===== src/rtl/tecl_pkg.sv =====
// package of constants for the tape error check logic
package tecl_pkg;
	// register byte offsets
	localparam logic [7:0] OFF_FLAGS  = 8'h00;
	localparam logic [7:0] OFF_CTRL   = 8'h04;
	localparam logic [7:0] OFF_STATUS = 8'h08;
	// flag bit positions
	localparam int F_CONVERT = 0;
	localparam int F_VRC     = 1;
	localparam int F_MTE     = 2;
	localparam int F_ZWC     = 3;
	localparam int F_REJECT  = 4;
	localparam int F_PHASE   = 5;
	localparam int F_BUSOUT  = 6;
	localparam int F_EQUIP   = 7;
	localparam int F_DATA    = 8;
	localparam int NFLAGS    = 9;
	// control bit positions
	localparam int C_ERR_RST  = 0;
	localparam int C_SYS_RST  = 1;
	localparam int C_STOP     = 2;
	localparam int C_SOC_MTE  = 3;
	localparam int C_SOC_END  = 4;
	localparam int C_NRZ_ODD  = 5;
	localparam int C_REJ_JMP  = 6;
	localparam int C_TWO_CH   = 7;
	localparam int C_DIAG     = 8;
	localparam int NCTRL      = 9;
	localparam logic [NCTRL-1:0] CTRL_RESET = 9'h000;
	// status bit positions
	localparam int S_HALT    = 0;
	localparam int S_STOPREQ = 1;
	localparam int S_OPEND   = 2;
	// timing counts
	localparam int TM_BYTES   = 35;
	localparam int GAP_CELLS  = 48;
	localparam int GAP_TENTHS = 2;   // .2 inches, in tenths
	localparam logic [8:0] CRC_MATCH = 9'h1D7; // 111010111
	// command codes
	localparam logic [3:0] CMD_WRITE  = 4'h1;
	localparam logic [3:0] CMD_WTM    = 4'h2;
	localparam logic [3:0] CMD_ERASE  = 4'h3;
	localparam logic [3:0] CMD_SECERA = 4'h4;
	localparam logic [3:0] CMD_RSV    = 4'h5;
	localparam logic [3:0] CMD_REL    = 4'h6;
	localparam logic [3:0] CMD_RDB    = 4'h7;
	localparam logic [3:0] CMD_RDF    = 4'h8;
	localparam logic [3:0] CMD_SENSE  = 4'h9;
	localparam logic [3:0] CMD_NOP    = 4'h0;
	// tape-mark check states
	typedef enum logic [1:0] {
		TECL_IDLE = 2'b00,
		TECL_WAIT = 2'b01,
		TECL_GAP  = 2'b10
	} tecl_tm_t;
endpackage : tecl_pkg


===== src/rtl/tecl_top.sv =====
// tape error check logic with its AXI4-Lite register slave
// How it works
// - convert check when convert clock stands at 3, 6 or 9 at read end
// - on phase write, skew buffer check without envelope check sets vertical check
// - on phase read, even parity sets vertical check; nrz parity per mode
// - velocity error on any write, or track 2 velocity fail on phase write, sets multi-track
// - more than one dead-track position on sets multi-track in phase mode
// - write ending with no byte transferred raises zero word count
// - write, tape mark or erase gap to protected drive is rejected
// - with reject jumper fitted, unknown command codes are rejected
// - secure erase not chained to erase gap, or with tape indicate, rejected
// - reserve or release rejected without two-channel switch or if not first
// - read backward in diagnostic nine-track mode needs diagnostic latch
// - first and second phase errors both flag phase check
// - bus-out check on bad parity at command-out, and service-out for writes
// - phase tape mark not read back within 35 byte times: equipment check
// - no gap within .2 inches after phase record or mark: equipment check
// - phase write with no data on the read head: equipment check
// - nine-track nrz read ends with cyclic register not 111010111: data check
// - no gap within 48 bit cells after end of data: data check
// - block seen again after gap, or gap before end of data: data check
// - error reset clears flags; system reset clears all check circuits, and the control register only when it comes from the pin
// - stop ends the operation at its next normal termination point
// - stop-on-check halts clock on multi-track or longitudinal error
// - end-data stop halts on end-data check or cyclic check error
//
// The AXI4-Lite register port and the register offsets were left to the implementer.
`timescale 1ns/100ps
`default_nettype none
module tecl_top (
	// clock and reset
	input  wire logic                      aclk,
	input  wire logic                      aresetn,
	// axi4-lite slave
	input  wire logic [7:0]                s_axi_awaddr,
	input  wire logic                      s_axi_awvalid,
	output var  logic                      s_axi_awready,
	input  wire logic [31:0]               s_axi_wdata,
	input  wire logic [3:0]                s_axi_wstrb,
	input  wire logic                      s_axi_wvalid,
	output var  logic                      s_axi_wready,
	output var  logic [1:0]                s_axi_bresp,
	output var  logic                      s_axi_bvalid,
	input  wire logic                      s_axi_bready,
	input  wire logic [7:0]                s_axi_araddr,
	input  wire logic                      s_axi_arvalid,
	output var  logic                      s_axi_arready,
	output var  logic [31:0]               s_axi_rdata,
	output var  logic [1:0]                s_axi_rresp,
	output var  logic                      s_axi_rvalid,
	input  wire logic                      s_axi_rready,
	// datapath mode and operation, same clock
	input  wire logic                      pe_mode,
	input  wire logic                      nine_track,
	input  wire logic                      op_write,
	input  wire logic                      op_read,
	input  wire logic                      op_wtm,
	input  wire logic                      op_end,
	input  wire logic                      convert_read,
	input  wire logic [3:0]                convert_clock,
	input  wire logic                      byte_xfer,
	// datapath check conditions, same clock
	input  wire logic                      skew_chk,
	input  wire logic                      envelope_chk,
	input  wire logic                      rw_parity_odd,
	input  wire logic                      rw_parity_valid,
	input  wire logic                      velocity_err,
	input  wire logic                      track2_vel_fail,
	input  wire logic [8:0]                dead_track,
	input  wire logic                      phase_err1,
	input  wire logic                      phase_err2,
	input  wire logic                      long_err,
	input  wire logic [8:0]                crc_reg,
	input  wire logic                      tm_readback_ok,
	input  wire logic                      byte_time,
	input  wire logic                      tenth_inch,
	input  wire logic                      bit_cell,
	input  wire logic                      gap_detect,
	input  wire logic                      block_detect,
	input  wire logic                      end_of_data,
	input  wire logic                      read_data_seen,
	input  wire logic                      end_data_chk,
	// command decode from the channel, same clock
	input  wire logic                      cmd_valid,
	input  wire logic [3:0]                cmd_code,
	input  wire logic                      cmd_known,
	input  wire logic                      cmd_chained_erase,
	input  wire logic                      cmd_first,
	input  wire logic                      file_protect,
	input  wire logic                      tape_indicate,
	input  wire logic                      nine_track_diag_mode,
	input  wire logic                      io_parity_ok,
	input  wire logic                      command_out,
	input  wire logic                      service_out,
	// results
	output var  logic [tecl_pkg::NFLAGS-1:0] err_flags,
	output var  logic                      cmd_reject,
	output var  logic                      clock_halt,
	output var  logic                      op_terminate,
	output var  logic                      unit_reset_n
);
	import tecl_pkg::*;

	logic [NFLAGS-1:0] flag_reg;
	logic [NFLAGS-1:0] flag_next;
	logic [NCTRL-1:0]  ctrl_reg;
	logic              halt_reg;
	logic              stop_req_reg;
	logic              zbytes_reg;
	logic              ebit_next;
	logic              rst_all;
	logic              err_clr;
	tecl_tm_t          tm_state_reg;
	logic [5:0]        tm_cnt_reg;
	logic [5:0]        gap_cnt_reg;
	logic [5:0]        cell_cnt_reg;
	logic              eod_wait_reg;
	logic              after_gap_reg;
	logic              seen_eod_reg;
	logic              equip_tm;
	logic              equip_gap;
	logic              data_gap;

	// clears the lowest set bit, so the dead-track check needs no ones count
	function automatic logic multi_on(input logic [8:0] v);
		return (v & (v - 9'h001)) != 9'h000;
	endfunction : multi_on

	// system reset from the bus or the pin; both restart the check circuits, only the pin the bus side, control register and outputs
	assign rst_all = !aresetn || ctrl_reg[C_SYS_RST];
	assign err_clr = rst_all || ctrl_reg[C_ERR_RST];

	// axi write side: accept address and data in either order
	logic       aw_held_reg;
	logic       w_held_reg;
	logic [7:0] aw_addr_reg;
	logic [31:0] w_data_reg;
	logic       wr_fire;
	assign wr_fire = aw_held_reg && w_held_reg && !s_axi_bvalid;
	always_ff @(posedge aclk) begin
		if (!aresetn) begin
			aw_held_reg   <= 1'b0;
			w_held_reg    <= 1'b0;
			aw_addr_reg   <= 8'h00;
			w_data_reg    <= 32'h0000_0000;
			s_axi_awready <= 1'b0;
			s_axi_wready  <= 1'b0;
			s_axi_bvalid  <= 1'b0;
			s_axi_bresp   <= 2'h0;
		end else begin
			s_axi_awready <= !aw_held_reg && !s_axi_awready;
			s_axi_wready  <= !w_held_reg && !s_axi_wready;
			if (s_axi_awvalid && s_axi_awready) begin
				aw_held_reg   <= 1'b1;
				aw_addr_reg   <= s_axi_awaddr;
				s_axi_awready <= 1'b0;
			end
			if (s_axi_wvalid && s_axi_wready) begin
				w_held_reg   <= 1'b1;
				w_data_reg   <= s_axi_wdata;
				s_axi_wready <= 1'b0;
			end
			if (wr_fire) begin
				aw_held_reg  <= 1'b0;
				w_held_reg   <= 1'b0;
				s_axi_bvalid <= 1'b1;
				s_axi_bresp  <= (aw_addr_reg == OFF_CTRL || aw_addr_reg == OFF_FLAGS) ? 2'h0 : 2'h2;
			end else if (s_axi_bready) begin
				s_axi_bvalid <= 1'b0;
			end
		end
	end

	// control register; the two reset bits self-clear after one cycle
	always_ff @(posedge aclk) begin
		if (!aresetn) begin
			ctrl_reg <= CTRL_RESET;
		end else begin
			ctrl_reg[C_ERR_RST] <= 1'b0;
			ctrl_reg[C_SYS_RST] <= 1'b0;
			if (wr_fire && aw_addr_reg == OFF_CTRL && s_axi_wstrb[0])
				ctrl_reg[7:0] <= w_data_reg[7:0];
			if (wr_fire && aw_addr_reg == OFF_CTRL && s_axi_wstrb[1])
				ctrl_reg[8] <= w_data_reg[8];
		end
	end

	// axi read side: one cycle from address to data
	always_ff @(posedge aclk) begin
		if (!aresetn) begin
			s_axi_arready <= 1'b0;
			s_axi_rvalid  <= 1'b0;
			s_axi_rdata   <= 32'h0000_0000;
			s_axi_rresp   <= 2'h0;
		end else begin
			s_axi_arready <= !s_axi_rvalid && !s_axi_arready;
			if (s_axi_arvalid && s_axi_arready) begin
				s_axi_arready <= 1'b0;
				s_axi_rvalid  <= 1'b1;
				s_axi_rresp   <= 2'h0;
				unique case (s_axi_araddr)
					OFF_FLAGS:  s_axi_rdata <= {23'h000000, flag_reg};
					OFF_CTRL:   s_axi_rdata <= {23'h000000, ctrl_reg};
					OFF_STATUS: s_axi_rdata <= {29'h00000000, op_terminate, stop_req_reg, halt_reg};
					default: begin
						s_axi_rdata <= 32'h0000_0000;
						s_axi_rresp <= 2'h2;
					end
				endcase
			end else if (s_axi_rvalid && s_axi_rready) begin
				s_axi_rvalid <= 1'b0;
			end
		end
	end

	// zero word count tracker: any channel byte during the write clears it
	always_ff @(posedge aclk) begin
		if (rst_all || (op_end && op_write))
			zbytes_reg <= 1'b1;
		else if (byte_xfer)
			zbytes_reg <= 1'b0;
	end

	// tape mark readback and post-write gap watchdogs
	always_ff @(posedge aclk) begin
		if (rst_all) begin
			tm_state_reg <= TECL_IDLE;
			tm_cnt_reg   <= 6'h00;
			gap_cnt_reg  <= 6'h00;
		end else begin
			unique case (tm_state_reg)
				TECL_IDLE: begin
					tm_cnt_reg  <= 6'h00;
					gap_cnt_reg <= 6'h00;
					if (pe_mode && op_wtm && !op_end)
						tm_state_reg <= TECL_WAIT;
					else if (pe_mode && (op_write || op_wtm) && op_end)
						tm_state_reg <= TECL_GAP;
				end
				TECL_WAIT: begin
					if (tm_readback_ok || tm_cnt_reg == 6'(TM_BYTES))
						tm_state_reg <= TECL_GAP;
					else if (byte_time)
						tm_cnt_reg <= tm_cnt_reg + 6'h01;
				end
				TECL_GAP: begin
					if (gap_detect || gap_cnt_reg == 6'(GAP_TENTHS))
						tm_state_reg <= TECL_IDLE;
					else if (tenth_inch)
						gap_cnt_reg <= gap_cnt_reg + 6'h01;
				end
				default: tm_state_reg <= TECL_IDLE;
			endcase
		end
	end
	assign equip_tm  = tm_state_reg == TECL_WAIT && !tm_readback_ok && tm_cnt_reg == 6'(TM_BYTES);
	assign equip_gap = tm_state_reg == TECL_GAP && !gap_detect && gap_cnt_reg == 6'(GAP_TENTHS);

	// gap after end of data, counted in bit cells
	always_ff @(posedge aclk) begin
		if (rst_all) begin
			eod_wait_reg  <= 1'b0;
			cell_cnt_reg  <= 6'h00;
			after_gap_reg <= 1'b0;
			seen_eod_reg  <= 1'b0;
		end else begin
			if (end_of_data) begin
				eod_wait_reg <= 1'b1;
				seen_eod_reg <= 1'b1;
				cell_cnt_reg <= 6'h00;
			end else if (eod_wait_reg && (gap_detect || cell_cnt_reg == 6'(GAP_CELLS))) begin
				eod_wait_reg <= 1'b0;
			end else if (eod_wait_reg && bit_cell) begin
				cell_cnt_reg <= cell_cnt_reg + 6'h01;
			end
			if (gap_detect)
				after_gap_reg <= 1'b1;
			else if (op_end)
				after_gap_reg <= 1'b0;
			if (op_end)
				seen_eod_reg <= 1'b0;
		end
	end
	assign data_gap = eod_wait_reg && !gap_detect && cell_cnt_reg == 6'(GAP_CELLS);

	// command reject decode
	always_comb begin
		ebit_next = 1'b0;
		if (cmd_valid) begin
			if (file_protect && (cmd_code == CMD_WRITE || cmd_code == CMD_WTM || cmd_code == CMD_ERASE))
				ebit_next = 1'b1;
			if (ctrl_reg[C_REJ_JMP] && !cmd_known)
				ebit_next = 1'b1;
			if (cmd_code == CMD_SECERA && (!cmd_chained_erase || tape_indicate))
				ebit_next = 1'b1;
			if ((cmd_code == CMD_RSV || cmd_code == CMD_REL) && (!ctrl_reg[C_TWO_CH] || !cmd_first))
				ebit_next = 1'b1;
			if (cmd_code == CMD_RDB && nine_track_diag_mode && !ctrl_reg[C_DIAG])
				ebit_next = 1'b1;
		end
	end

	// new error events this cycle
	always_comb begin
		flag_next = '0;
		flag_next[F_CONVERT] = convert_read && op_end &&
			(convert_clock == 4'h3 || convert_clock == 4'h6 || convert_clock == 4'h9);
		flag_next[F_VRC] = (pe_mode && op_write && skew_chk && !envelope_chk) ||
			(rw_parity_valid && op_read && pe_mode && !rw_parity_odd) ||
			(rw_parity_valid && !pe_mode && (rw_parity_odd == ctrl_reg[C_NRZ_ODD]));
		flag_next[F_MTE] = (op_write && velocity_err) ||
			(pe_mode && op_write && track2_vel_fail) ||
			(pe_mode && (op_read || op_write) && multi_on(dead_track)) ||
			(!pe_mode && long_err);
		flag_next[F_ZWC] = op_write && op_end && zbytes_reg && !byte_xfer;
		flag_next[F_REJECT] = ebit_next;
		flag_next[F_PHASE] = phase_err1 || phase_err2;
		flag_next[F_BUSOUT] = !io_parity_ok && (command_out ||
			(service_out && (op_write || op_wtm)));
		flag_next[F_EQUIP] = equip_tm || equip_gap ||
			(pe_mode && op_write && op_end && !read_data_seen);
		flag_next[F_DATA] = (nine_track && !pe_mode && op_read && op_end && crc_reg != CRC_MATCH) ||
			data_gap ||
			(block_detect && after_gap_reg) ||
			(gap_detect && !seen_eod_reg && op_read && !end_of_data) ||
			(pe_mode && end_data_chk);
	end

	// sticky flags; a new event in the clearing cycle still lands
	always_ff @(posedge aclk) begin
		if (err_clr)
			flag_reg <= flag_next;
		else
			flag_reg <= flag_reg | flag_next;
	end

	// stop-on-check clock halt, held until an error reset
	always_ff @(posedge aclk) begin
		if (err_clr)
			halt_reg <= 1'b0;
		else if (ctrl_reg[C_SOC_MTE] && flag_next[F_MTE])
			halt_reg <= 1'b1;
		else if (ctrl_reg[C_SOC_END] && ((pe_mode && end_data_chk) ||
			(!pe_mode && nine_track && op_read && op_end && crc_reg != CRC_MATCH)))
			halt_reg <= 1'b1;
	end

	// stop waits for the normal end of the running operation
	always_ff @(posedge aclk) begin
		if (rst_all) begin
			stop_req_reg <= 1'b0;
			op_terminate <= 1'b0;
		end else begin
			op_terminate <= stop_req_reg && op_end;
			if (stop_req_reg && op_end)
				stop_req_reg <= 1'b0;
			else if (ctrl_reg[C_STOP])
				stop_req_reg <= 1'b1;
		end
	end

	// registered outputs
	always_ff @(posedge aclk) begin
		if (!aresetn) begin
			err_flags    <= '0;
			cmd_reject   <= 1'b0;
			clock_halt   <= 1'b0;
			unit_reset_n <= 1'b0;
		end else begin
			err_flags    <= flag_reg;
			cmd_reject   <= ebit_next;
			clock_halt   <= halt_reg;
			unit_reset_n <= !ctrl_reg[C_SYS_RST];
		end
	end
endmodule : tecl_top
`default_nettype wire


===== config.mk =====
export PLATFORM = sky130hd
export DESIGN_NAME = tecl_top
export DESIGN_NICKNAME = d
export VERILOG_FILES = /design/src/rtl/tecl_pkg.sv /design/src/rtl/tecl_top.sv
export SDC_FILE = /design/constraint.sdc
export NUM_CORES = 1
export LEC_CHECK = 0
export ABC_AREA = 1
export BUFFER_PORTS_ARGS = -buffer_cell sky130_fd_sc_hd__buf_2
export CORE_UTILIZATION = 48
export DETAILED_ROUTE_END_ITERATION = 16
export PLACE_DENSITY_LB_ADDON = 0.15
export SLEW_MARGIN = 20
export SYNTH_ARGS = -nofsm -noshare
export SYNTH_HDL_FRONTEND = slang
export SYNTH_SLANG_ARGS = --single-unit

===== constraint.sdc =====
create_clock -name aclk -period 1.47 [get_ports aclk]
set_input_delay 0.0735 -clock aclk [delete_from_list [all_inputs] [get_ports aclk]]
set_output_delay 0.0735 -clock aclk [all_outputs]
set_load 0.005 [all_outputs]

Word level (Yosys, flattened, before mapping)
Cells that the tools add are included.
Operators by class
  reduce and logical (&&, ||, !) cells: 143
  bitwise gates (word level): 4
  multiplexer cells: 31
  eq/ne operators: 27
  $add $sub $neg: 4
Operators with widths (count)
  1-bit logical AND: 64
  1-bit logical OR: 30
  9-bit one-hot mux with 3 select lines: 1
  1-bit logical NOT: 25
  6-bit 2-to-1 mux: 4
  6-bit one-hot mux with 2 select lines: 2
  4-bit by 3-bit equality test with 1-bit output, second input constant: 5
  6-bit by 1-bit adder with 6-bit output, second input constant: 3
  8-bit by 3-bit equality test with 1-bit output, second input constant: 2
  8-bit logical NOT: 2
  1-bit 2-to-1 mux: 16
  2-bit nonzero test: 7
  2-bit OR reduction: 7
  4-bit by 2-bit equality test with 1-bit output, second input constant: 3
  6-bit equality test, second input constant: 2
  2-bit 2-to-1 mux: 6
  2-bit != test, second input constant: 6
  9-bit bitwise AND: 1
  9-bit 2-to-1 mux: 1
  9-bit != test, second input constant: 1
  9-bit bitwise OR: 1
  3-bit AND reduction: 3
  9-bit nonzero test: 1
  9-bit by 1-bit subtractor with 9-bit output, second input constant: 1
  other kinds (13): 15
Word-level totals
  word-level logic and storage cells: 240
  flip-flop bits (word level): 117

Longest topological paths before layout
Gate-level depths: netlist of run 1.
  depth after elaboration: 12
  mapped depth: 10
  gate-level depth less buffers: 10

Worst setup path before layout of run 1
Ideal clock, no wire load.
  path type: reg2reg
  start point: register tm_cnt_reg[0]
  end point: register tm_cnt_reg[2]
  required time: 1355 ps
  data arrival time: 1184 ps
  clock period less this slack: 1299 ps
  path buffers: 0
  cell stages (with the launch flop): 9
  setup slack: 171 ps
  library setup time: 115 ps
  cell sequence: dfxtp_1 ha_1 nand4_1 nand2_2 nor2_4 nor2_4 inv_4 a21oi_1 nor2_1
On the way
  word-level cells in the longest chain between the ends: 4
  elaborated cells on any way between the ends: 8
Ends and longest elaborated chain
  start, declared: RTL line tecl_top.sv:114  | logic [5:0] tm_cnt_reg;
  start signal, assigned: RTL line tecl_top.sv:244  | tm_cnt_reg <= tm_cnt_reg + 6'h01;
  6-bit by 1-bit adder with 6-bit output / 6-bit equality test (equally long branches): RTL line tecl_top.sv:244, tecl_top.sv:241
  6-bit 2-to-1 mux / 1-bit logical OR (equally long branches): RTL line tecl_top.sv:243, tecl_top.sv:241
  6-bit 2-to-1 mux / 2-bit != test (equally long branches)
  6-bit one-hot mux with 2 select lines / 3-bit AND reduction (equally long branches)
Several ways; a longest one is shown, not always the timed one. The select of a mux whose other input is x is not followed.
A chain may end at the register's enable or synchronous reset.

Final worst setup path of run 1
  start point: register gap_cnt_reg[0]
  end point: register gap_cnt_reg[2]
On the way
  word-level cells in the longest chain between the ends: 4
  elaborated cells on any way between the ends: 8
Ends and longest elaborated chain
  start, declared: RTL line tecl_top.sv:115  | logic [5:0] gap_cnt_reg;
  start signal, assigned: RTL line tecl_top.sv:250  | gap_cnt_reg <= gap_cnt_reg + 6'h01;
  6-bit by 1-bit adder with 6-bit output / 6-bit by 2-bit equality test with 1-bit output (equally long branches): RTL line tecl_top.sv:250, tecl_top.sv:247
  6-bit 2-to-1 mux / 1-bit logical OR (equally long branches): RTL line tecl_top.sv:249, tecl_top.sv:247
  6-bit 2-to-1 mux / 2-bit != test (equally long branches)
  6-bit one-hot mux with 2 select lines / 3-bit AND reduction (equally long branches)
Several ways; a longest one is shown, not always the timed one. The select of a mux whose other input is x is not followed.

==> flow_summary.json, run 1 <==
{
  "powerDensity_nw_per_um2": 931,
  "dpl.cell_count": 811,
  "crit_type": "reg -> reg",
  "endpoint_kind": "register",
  "fin_skew_ns": 0.0166,
  "synth_cell_types": 43,
  "vias_per_cell": 4.80,
  "grt_pass1_vias": 3702,
  "io_buffers": 124,
  "max_freq_ghz": 0.720,
  "drv_slew": 0,
  "synth_top_area_share_pct": 43.7,
  "whs_ns": 0.0143,
  "arrival_ns": 1.65,
  "place_ws_ns": 0.0250,
  "fin_crit_sh_pct": 94.5,
  "comb_power_share_pct": 13.9,
  "swShare_pct": 27.0,
  "synth-seq-area-share_pct": 43.7,
  "hold_violations": 0,
  "areaGrowthSynthToFinish_pct": 30.3,
  "core_um2": 8340,
  "synth_edf_count": 0,
  "grt_use_total_pct": 23.6,
  "final_area_um2": 5500,
  "drc": 0,
  "mostFrequentLayoutCells": "buf_2, nand2_1, nor2_1, dfxtp_1, inv_1",
  "cts_tree": "built",
  "pin_count": 175,
  "start_util_pct": 50.6,
  "cts.sinks": 92,
  "cts_root_buf": "clkbuf_8",
  "antenna_found_initial": 0,
  "floorplan.die_area_um2": 9170,
  "critPathLaunchType": "register",
  "drv_cap": 0,
  "yosys.area.top_type": "dfxtp_1",
  "die_h_um": 95.8,
  "antenna_left": 0,
  "final_common_cell": "buf_2",
  "dpl_cell_area_um2": 4920,
  "ys_async_sr_fraction_pct": 0,
  "wl_per_cell_um": 12.4,
  "required_ns": 1.73,
  "syn_area_um2": 4220,
  "p_clk_share_pct": 34.1,
  "power_switching_w": 0.00138,
  "cts-buffers-inserted": 9,
  "grt_first_pass_wirelength_um": 16600,
  "grt_setup_unrepaired": "true",
  "vdd_drop_max_uv": 537,
  "syn_area_per_cell_um2": 7.26,
  "p_int_w": 0.00373,
  "dr_total_vias": 4136,
  "period_needed_ns": 1.39,
  "grt-ovfl-total": 0,
  "ys_seq_elements": 92,
  "grt_max_degree": 38,
  "layoutNonFillerInstCount": 861,
  "worstHoldPathType": "in -> reg",
  "synthTopCellsByArea": "dfxtp_1, nand2_1, nor2_1, inv_1, a21oi_1",
  "ff2ff_path_depth": 10,
  "status": "finished, final reports clean",
  "leakage_nw": 2.66,
  "fp.dieW_um": 95.8,
  "drt-initial-drc-count": 149,
  "ys.flop_type": "dfxtp_1",
  "htreeDepth": 3,
  "cp_max_fo": 7,
  "clk_transition_reported_paths_ns": 0.09,
  "yosys_warnings": 0,
  "nNetsFinal": 877,
  "clock_latency_ns": 0.36,
  "insertedDiodeCount": 0,
  "synthCells": 581,
  "final.setup.worst_slack_ns": 0.0809,
  "setup_violations": 0,
  "first_pass_iters": 4,
  "rows": 33,
  "drive_gt1_share_pct": 25.0,
  "place.gp.congestion": 0.871,
  "pwr-share-seq_pct": 52.1,
  "drt_wl_total_um": 10700,
  "fillers": 751,
  "hpwl_um": 7810,
  "whs_path_depth": 3,
  "ctsLongestPathBuffers": 2
}
cell families (layout without fill, tap and decap cells):
kind of cell / Yosys count / after routing / synth area share, %
other: 1 / 25 / 0.0889
XOR/XNOR: 5 / 5 / 1.04
AO/OA/AOI/OAI: 91 / 91 / 11.7
flip-flops: 92 / 92 / 43.7
adder cells (fa/ha/maj): 5 / 5 / 1.48
buffers and inverters: 100 / 251 / 11.4
AND/OR/NAND/NOR: 287 / 287 / 30.6
cell type report:
| cell class | instances | area, µm² | area share [%] |
|---|---|---|---|
| multi-input cells | 413 | 2020 | 36.7 |
| flip-flops and latches | 92 | 1850 | 33.7 |
| repair buffers | 170 | 1050 | 19.0 |
| inverters | 65 | 246 | 4.48 |
| well taps | 105 | 131 | 2.39 |
| clock buffers | 9 | 124 | 2.25 |
| clock inverters | 7 | 81.3 | 1.48 |
through the flow:
stage          TNS [ns]  utilization [%]  total power [W]
3_5_place_dp          0             59.0          0.00335
5_1_grt         -0.0178             65.9          0.00538
6_report              0             65.9          0.00512
4_1_cts               0             65.3          0.00516
3_3_place_gp          0             59.0          0.00334
2_1_floorplan         0                -          0.00311
final timing paths:
path	start	to	slack (ns)
setup / recovery	gap_cnt_reg[0]$_SDFFE_PP0P_	gap_cnt_reg[2]$_SDFFE_PP0P_	0.08
hold / removal	velocity_err	flag_reg[2]$_DFF_P_	0.01
setup reg to reg	gap_cnt_reg[0]$_SDFFE_PP0P_	gap_cnt_reg[2]$_SDFFE_PP0P_	0.08
hold reg to reg	aw_held_reg$_SDFFE_PP0P_	s_axi_awready$_SDFF_PP0_	0.42
routing by layer:
layer	part of all wire, %	track usage (%)	vias to the layer above	wire (µm)
met5	0	0	-	0
met4	1.3	8.21	0	140
met3	5.3	3.55	13	562
met2	50	41.0	122	5320
met1	44	29.7	1844	4650
li1	-	-	2157	-
cell usage after synthesis (all sizes together) (4+ instances only):
cell type  instances
or2                5
clkbuf             8
nand4             13
dfxtp             92
nand3             26
inv               65
nor2             101
xor2               4
ha                 5
a21oi             39
nand2            124
nor3              14
buf               27
o21ai             38
what timing repair did:
action / in CTS / in global routing
gates resized for setup: 0 / 11
hold buffers: 32 / 0
setup endpoints to repair: 0 / 13
setup buffers: 0 / 2
endpoints found under the hold margin: 30 / 0
power by group through the flow:
stage          combinational (W)  sequential (W)  clock [W]
2_1_floorplan           0.000395         0.00271          0
3_3_place_gp            0.000616         0.00272          0
3_5_place_dp            0.000631         0.00272          0
4_1_cts                 0.000698         0.00267    0.00179
5_1_grt                 0.000794         0.00268    0.00191
6_report                0.000709         0.00267    0.00174
worst max-delay path, cell delays in order, from the launching register on:
cell,delay [ns]
dfxtp_1,0.35
inv_1,0.07
ha_1,0.19
nand4_1,0.10
nand2_1,0.07
inv_2,0.07
o21ai_2,0.07
o21ai_2,0.14
nand3_1,0.11
nand2_1,0.07
nor2_1,0.04
(Power assumes the default switching activity.)
==> run 2, diff against run 1 <==
--- a/config.mk
+++ b/config.mk
@@ -9,7 +9,9 @@
 export BUFFER_PORTS_ARGS = -buffer_cell sky130_fd_sc_hd__buf_2
 export CORE_UTILIZATION = 48
 export DETAILED_ROUTE_END_ITERATION = 16
+export GPL_TIMING_DRIVEN = 0
 export PLACE_DENSITY_LB_ADDON = 0.15
+export SETUP_SLACK_MARGIN = 0.5
 export SLEW_MARGIN = 20
 export SYNTH_ARGS = -nofsm -noshare
 export SYNTH_HDL_FRONTEND = slang
==> run 2 against run 1 <==
Compared with the run above:
- the run now ends with hold timing left
- critical path type unchanged
- register-to-register slack got worse by 0.04 ns
- setup slack worse by 0.041 ns
- die area unchanged
- cell area rose by 16%
==> flow_summary.json, run 2 (synthesized netlist as in run 1, its figures left out) <==
{
  "crit_top_cell": "nor2_1",
  "endpoint_kind": "register",
  "start_util_pct": 50.6,
  "nNetsFinal": 943,
  "drt-initial-drc-count": 172,
  "insertedDiodeCount": 0,
  "drc": 0,
  "crit_buf_inv": 1,
  "antenna_found_initial": 0,
  "setup_tns_ns": 0,
  "reg2reg_slack_ns": 0.04,
  "vias_per_cell": 4.98,
  "worstHoldPathType": "in -> reg",
  "failed_checks": "hold timing",
  "clock_latency_ns": 0.38,
  "htreeDepth": 3,
  "layoutNonFillerInstCount": 927,
  "ctsLongestPathBuffers": 2,
  "drt_wl_total_um": 12700,
  "cts_tree": "built",
  "grt_setup_unrepaired": "true",
  "rows": 33,
  "fillers": 603,
  "areaGrowthSynthToFinish_pct": 51.4,
  "grt-ovfl-total": 0,
  "antenna_left": 0,
  "arrival_ns": 1.76,
  "dr_total_vias": 4615,
  "grt_pass1_vias": 4327,
  "place.gp.congestion": 0.812,
  "p_clk_share_pct": 31.9,
  "final_common_cell": "buf_2",
  "cp_cell_sequence": "ha_4 -> nand4_1 -> nand2_2 -> nor2_4 -> nor2_4 -> inv_4 -> nor2_1 -> nor2_1 -> nor2_1",
  "drv_slew": 0,
  "fp.dieW_um": 95.8,
  "comb_power_share_pct": 18.1,
  "cts.sinks": 92,
  "whs_ns": -0.0305,
  "dpl.cell_count": 834,
  "hold_violations": 1,
  "period_needed_ns": 1.43,
  "grt_max_degree": 19,
  "crit_type": "reg -> reg",
  "fin_crit_sh_pct": 97.3,
  "io_buffers": 124,
  "floorplan.die_area_um2": 9170,
  "cts-buffers-inserted": 9,
  "first_pass_iters": 5,
  "p_int_w": 0.00374,
  "hpwl_um": 8010,
  "required_ns": 1.80,
  "core_um2": 8340,
  "grt_first_pass_wirelength_um": 19300,
  "leakage_nw": 3.04,
  "swShare_pct": 30.0,
  "max_freq_ghz": 0.699,
  "pin_count": 175,
  "critPathLaunchType": "register",
  "critPathTopFamily": "simple AND/OR/NAND/NOR gates",
  "status": "complete, but fails checks",
  "drive_gt1_share_pct": 39.8,
  "die_h_um": 95.8,
  "drv_cap": 0,
  "clk_transition_reported_paths_ns": 0.11,
  "grt_use_total_pct": 27.4,
  "setup_violations": 0,
  "max_stage_delay_ns": 0.38,
  "powerDensity_nw_per_um2": 837,
  "fin_skew_ns": 0.0131,
  "vdd_drop_max_uv": 605,
  "mostFrequentLayoutCells": "buf_2, nand2_1, nor2_1, dfxtp_1, inv_1",
  "cp_max_fo": 6,
  "cts_root_buf": "clkbuf_8",
  "cp_slowest_cell": "dfxtp_4",
  "wl_per_cell_um": 13.7,
  "pwr-share-seq_pct": 50.0,
  "power_switching_w": 0.00160
}
[run 2: cell count changes in the layout (fill, tap and decap cells not counted), sizes merged, moves of 2 or more]
cell and change:
dlygate4sd3 +4, clkinv -2, clkbuf +4, buf +57
clkinvlp +2
[run 2: layout make-up]
| type | instances | area [µm²] | share of cell area [%] |
|---|---|---|---|
| Buffer | 35 | 258 | 4.04 |
| Clock buffer | 9 | 124 | 1.94 |
| Clock inverter | 7 | 66.3 | 1.04 |
| Inverter | 65 | 256 | 4.02 |
| Multi-Input combinational cell | 414 | 2310 | 36.1 |
| Sequential cell | 92 | 1890 | 29.6 |
| Tap cell | 105 | 131 | 2.06 |
| Timing Repair Buffer | 200 | 1350 | 21.2 |
[run 2: stage by stage]
step	total power [W]	instance area [µm²]	util (%)	hold slack (ns)	setup WS, ns
after global routing	0.00554	6390	76.6	0.0108	-0.0965
after detailed placement	0.00338	5100	61.2	0.263	0.0564
after global placement	0.00337	5100	61.2	0.258	0.110
final	0.00534	6390	76.6	-0.0305	0.0397
after CTS	0.00522	6100	73.1	-0.0233	0.115
after floorplan	0.00311	4350	-	0.153	0.225
[run 2: worst min-delay path, stage by stage]
cell	delay, ns
buf_2	0.08
a221oi_1	0.08
nand3_1	0.08
[run 2: path summary, 6_finish.rpt]
kind	start	endpoint	depth (start not counted)
setup / recovery	tm_cnt_reg[0]$_SDFFE_PP0P_	tm_cnt_reg[5]$_SDFFE_PP0P_	9
hold / removal	velocity_err	flag_reg[2]$_DFF_P_	3
setup reg to reg	tm_cnt_reg[0]$_SDFFE_PP0P_	tm_cnt_reg[5]$_SDFFE_PP0P_	9
hold reg to reg	w_held_reg$_SDFFE_PP0P_	s_axi_wready$_SDFF_PP0_	1
[run 2: power groups by stage]
stage	Combinational (W)	Sequential [W]	Clock, W
finish	0.000967	0.00267	0.00170
global route	0.00106	0.00269	0.00179
floorplan	0.000397	0.00271	0
CTS	0.000863	0.00266	0.00170
detailed placement	0.000661	0.00272	0
global placement	0.000645	0.00272	0
[run 2: what timing repair did]
action,CTS,global route
gates resized for setup,72,75
endpoints found under the setup margin,74,76
hold buffers,36,0
buffers inserted,26,13
pin swaps,22,19
endpoints found under the hold margin,34,0
cloned,2,0
[run 2: layer usage]
layer	routed length [µm]	vias to the layer above	track usage, %
met3	584	30	5.21
met1	4890	2146	29.4
met2	6970	140	52.9
met5	0	-	0
met4	289	0	10.1
li1	-	2299	-
==> run 3, diff against run 2 <==
==> constraint.sdc (replaced) <==
create_clock -name aclk -period 1.6 [get_ports aclk]
set_input_delay 0.08 -clock aclk [delete_from_list [all_inputs] [get_ports aclk]]
set_output_delay 0.08 -clock aclk [all_outputs]
set_load 0.005 [all_outputs]
==> run 3 against run 2 <==
Compared with the run above:
- the run still ends with hold timing left
- hold slack better by 0.025 ns
- maximum frequency is 2.2% lower
- setup slack better by 0.098 ns
- total power is 7.2% lower
- first-iteration DRC count is 21% lower
- largest power group unchanged
==> flow_summary.json, run 3 (synthesized netlist as in run 1, its figures left out) <==
{
  "crit_start": "gap_cnt_reg[0]$_SDFFE_PP0P_",
  "max_freq_ghz": 0.684,
  "leakage_nw": 2.93,
  "crit_type": "reg -> reg",
  "required_ns": 1.85,
  "drv_cap": 0,
  "final_util_pct": 73.5,
  "dr_total_vias": 4510,
  "grt-ovfl-total": 0,
  "worst_pin_slew_ns": 0.531,
  "max_stage_delay_ns": 0.34,
  "floorplan.die_area_um2": 9170,
  "powerDensity_nw_per_um2": 808,
  "cts-buffers-inserted": 9,
  "first_pass_iters": 5,
  "drt-initial-drc-count": 136,
  "dpl.cell_count": 834,
  "ctsLongestPathBuffers": 2,
  "ff2ff_path_depth": 10,
  "clk_transition_reported_paths_ns": 0.10,
  "layoutNonFillerInstCount": 908,
  "setup_violations": 0,
  "drc": 0,
  "arrival_ns": 1.71,
  "start_util_pct": 50.6,
  "core_um2": 8340,
  "reg2reg_from": "gap_cnt_reg[0]$_SDFFE_PP0P_",
  "insertedDiodeCount": 0,
  "failed_checks": "hold timing",
  "place_ws_ns": 0.164,
  "cts_root_buf": "clkbuf_8",
  "areaGrowthSynthToFinish_pct": 45.3,
  "cp_slowest_cell": "dfxtp_2",
  "fin_skew_ns": 0.0108,
  "final_common_cell": "buf_2",
  "antenna_found_initial": 1,
  "endpoint_kind": "register",
  "clock_latency_ns": 0.36,
  "final.setup.worst_slack_ns": 0.138,
  "grt_first_pass_wirelength_um": 17800,
  "drive_gt1_share_pct": 36.2,
  "setup_tns_ns": 0,
  "worstHoldPathType": "in -> reg",
  "hpwl_um": 8090,
  "fin_crit_sh_pct": 91.4,
  "grt_max_degree": 16,
  "grt_use_total_pct": 25.2,
  "relSlewSlack_pct": 64.6,
  "critPathLaunchType": "register",
  "worstHoldStart": "s_axi_wdata[4]",
  "antenna_left": 0,
  "nNetsFinal": 924,
  "die_h_um": 95.8,
  "rows": 33,
  "cts_tree": "built",
  "whs_path_depth": 3,
  "wl_per_cell_um": 13.3,
  "hold_violations": 4,
  "mostFrequentLayoutCells": "buf_2, nand2_1, nor2_1, dfxtp_1, inv_1",
  "cp_max_fo": 7,
  "period_needed_ns": 1.46,
  "drt_wl_total_um": 12000,
  "grt_pass1_vias": 4147,
  "io_buffers": 124,
  "vdd_drop_max_uv": 561,
  "status": "complete, but fails checks",
  "cts.sinks": 92,
  "vias_per_cell": 4.97,
  "reg2reg_to": "gap_cnt_reg[5]$_SDFFE_PP0P_",
  "whs_ns": -0.00525,
  "cp_cell_sequence": "inv_2 -> ha_4 -> nand4_1 -> nand2_1 -> inv_2 -> o21ai_4 -> o21ai_4 -> nor2_2 -> nor2_1 -> nor2_1",
  "reg2reg_slack_ns": 0.14,
  "min_to": "w_data_reg[4]$_SDFFE_PN0P_",
  "fp.dieW_um": 95.8,
  "grt_setup_unrepaired": "true",
  "pin_count": 175,
  "place.gp.congestion": 0.869,
  "drv_slew": 0,
  "htreeDepth": 3
}
-- run 3: changes by cell type in the layout (fill, tap and decap cells not counted), moves of 7 or more --
cell	previous run	this run
o21ai_0	15	24
dlygate4sd3_1	36	24
dfxtp_2	20	9
buf_6	18	11
o21ai_2	9	0
dfxtp_1	66	78
-- run 3: how the worst max path moves through the flow --
stage / end / slack, ns / cells after the start
after global routing: gap_cnt_reg[5]$_SDFFE_PP0P_ / 0.02 / 10
after CTS: gap_cnt_reg[5]$_SDFFE_PP0P_ / 0.27 / 10
after floorplan: tm_cnt_reg[2]$_SDFFE_PP0P_ / 0.36 / 8
after global placement: flag_reg[7]$_DFF_P_ / 0.18 / 5
final: gap_cnt_reg[5]$_SDFFE_PP0P_ / 0.14 / 10
after detailed placement: ctrl_reg[5]$_SDFFE_PN0P_ / 0.16 / 6
-- run 3: worst max-delay path, delay by kind of cell, from the launching register on --
kind	cells	cell delay, ns
and+or+nand+nor	5	0.48
DFF	1	0.34
AOI/OAI and AO/OA	2	0.21
buffers and inverters	2	0.17
adders and majority gates	1	0.15
-- run 3: repair_timing --
item                                    4_1_cts  5_1_grt
endpoints found under the setup margin       54       62
pin swaps                                    31       25
setup buffers                                27        4
hold buffers                                 24        0
cloned                                        2        1
gates resized for setup                      43       54
endpoints found under the hold margin        20        0
-- run 3: final cells by class --
| class | count | area, µm² |
|---|---|---|
| timing repair buffer | 181 | 1160 |
| inverter | 65 | 253 |
| tap | 105 | 131 |
| fill | 675 | 2210 |
| buffer | 35 | 251 |
| clock buffer | 12 | 165 |
| clock inverter | 4 | 53.8 |
| sequential | 92 | 1870 |
| multi-input combinational | 414 | 2240 |
-- run 3: routing by layer --
| layer | part of all wire (%) | vias to the layer above | routed length, µm | track usage [%] |
|---|---|---|---|---|
| li1 | - | 2256 | - | - |
| met2 | 52 | 155 | 6300 | 46.4 |
| met4 | 2.5 | 2 | 298 | 9.95 |
| met3 | 5.2 | 34 | 631 | 4.19 |
| met5 | 0.11 | - | 13 | 0 |
| met1 | 40 | 2063 | 4810 | 28.7 |
-- run 3: power breakdown --
group	internal (W)	switching [W]	leakage, nW
combinational	0.000379	0.000419	2.06
clock	0.000857	0.000848	0.105
sequential	0.00238	0.0000714	0.759
total	0.00362	0.00134	2.93
-- run 3: stage by stage --
stage | power (W) | cell area (µm²)
final | 0.00496 | 6130
after global routing | 0.00517 | 6130
after detailed placement | 0.00311 | 5090
after global placement | 0.00309 | 5090
after floorplan | 0.00286 | 4340
after CTS | 0.00488 | 5920
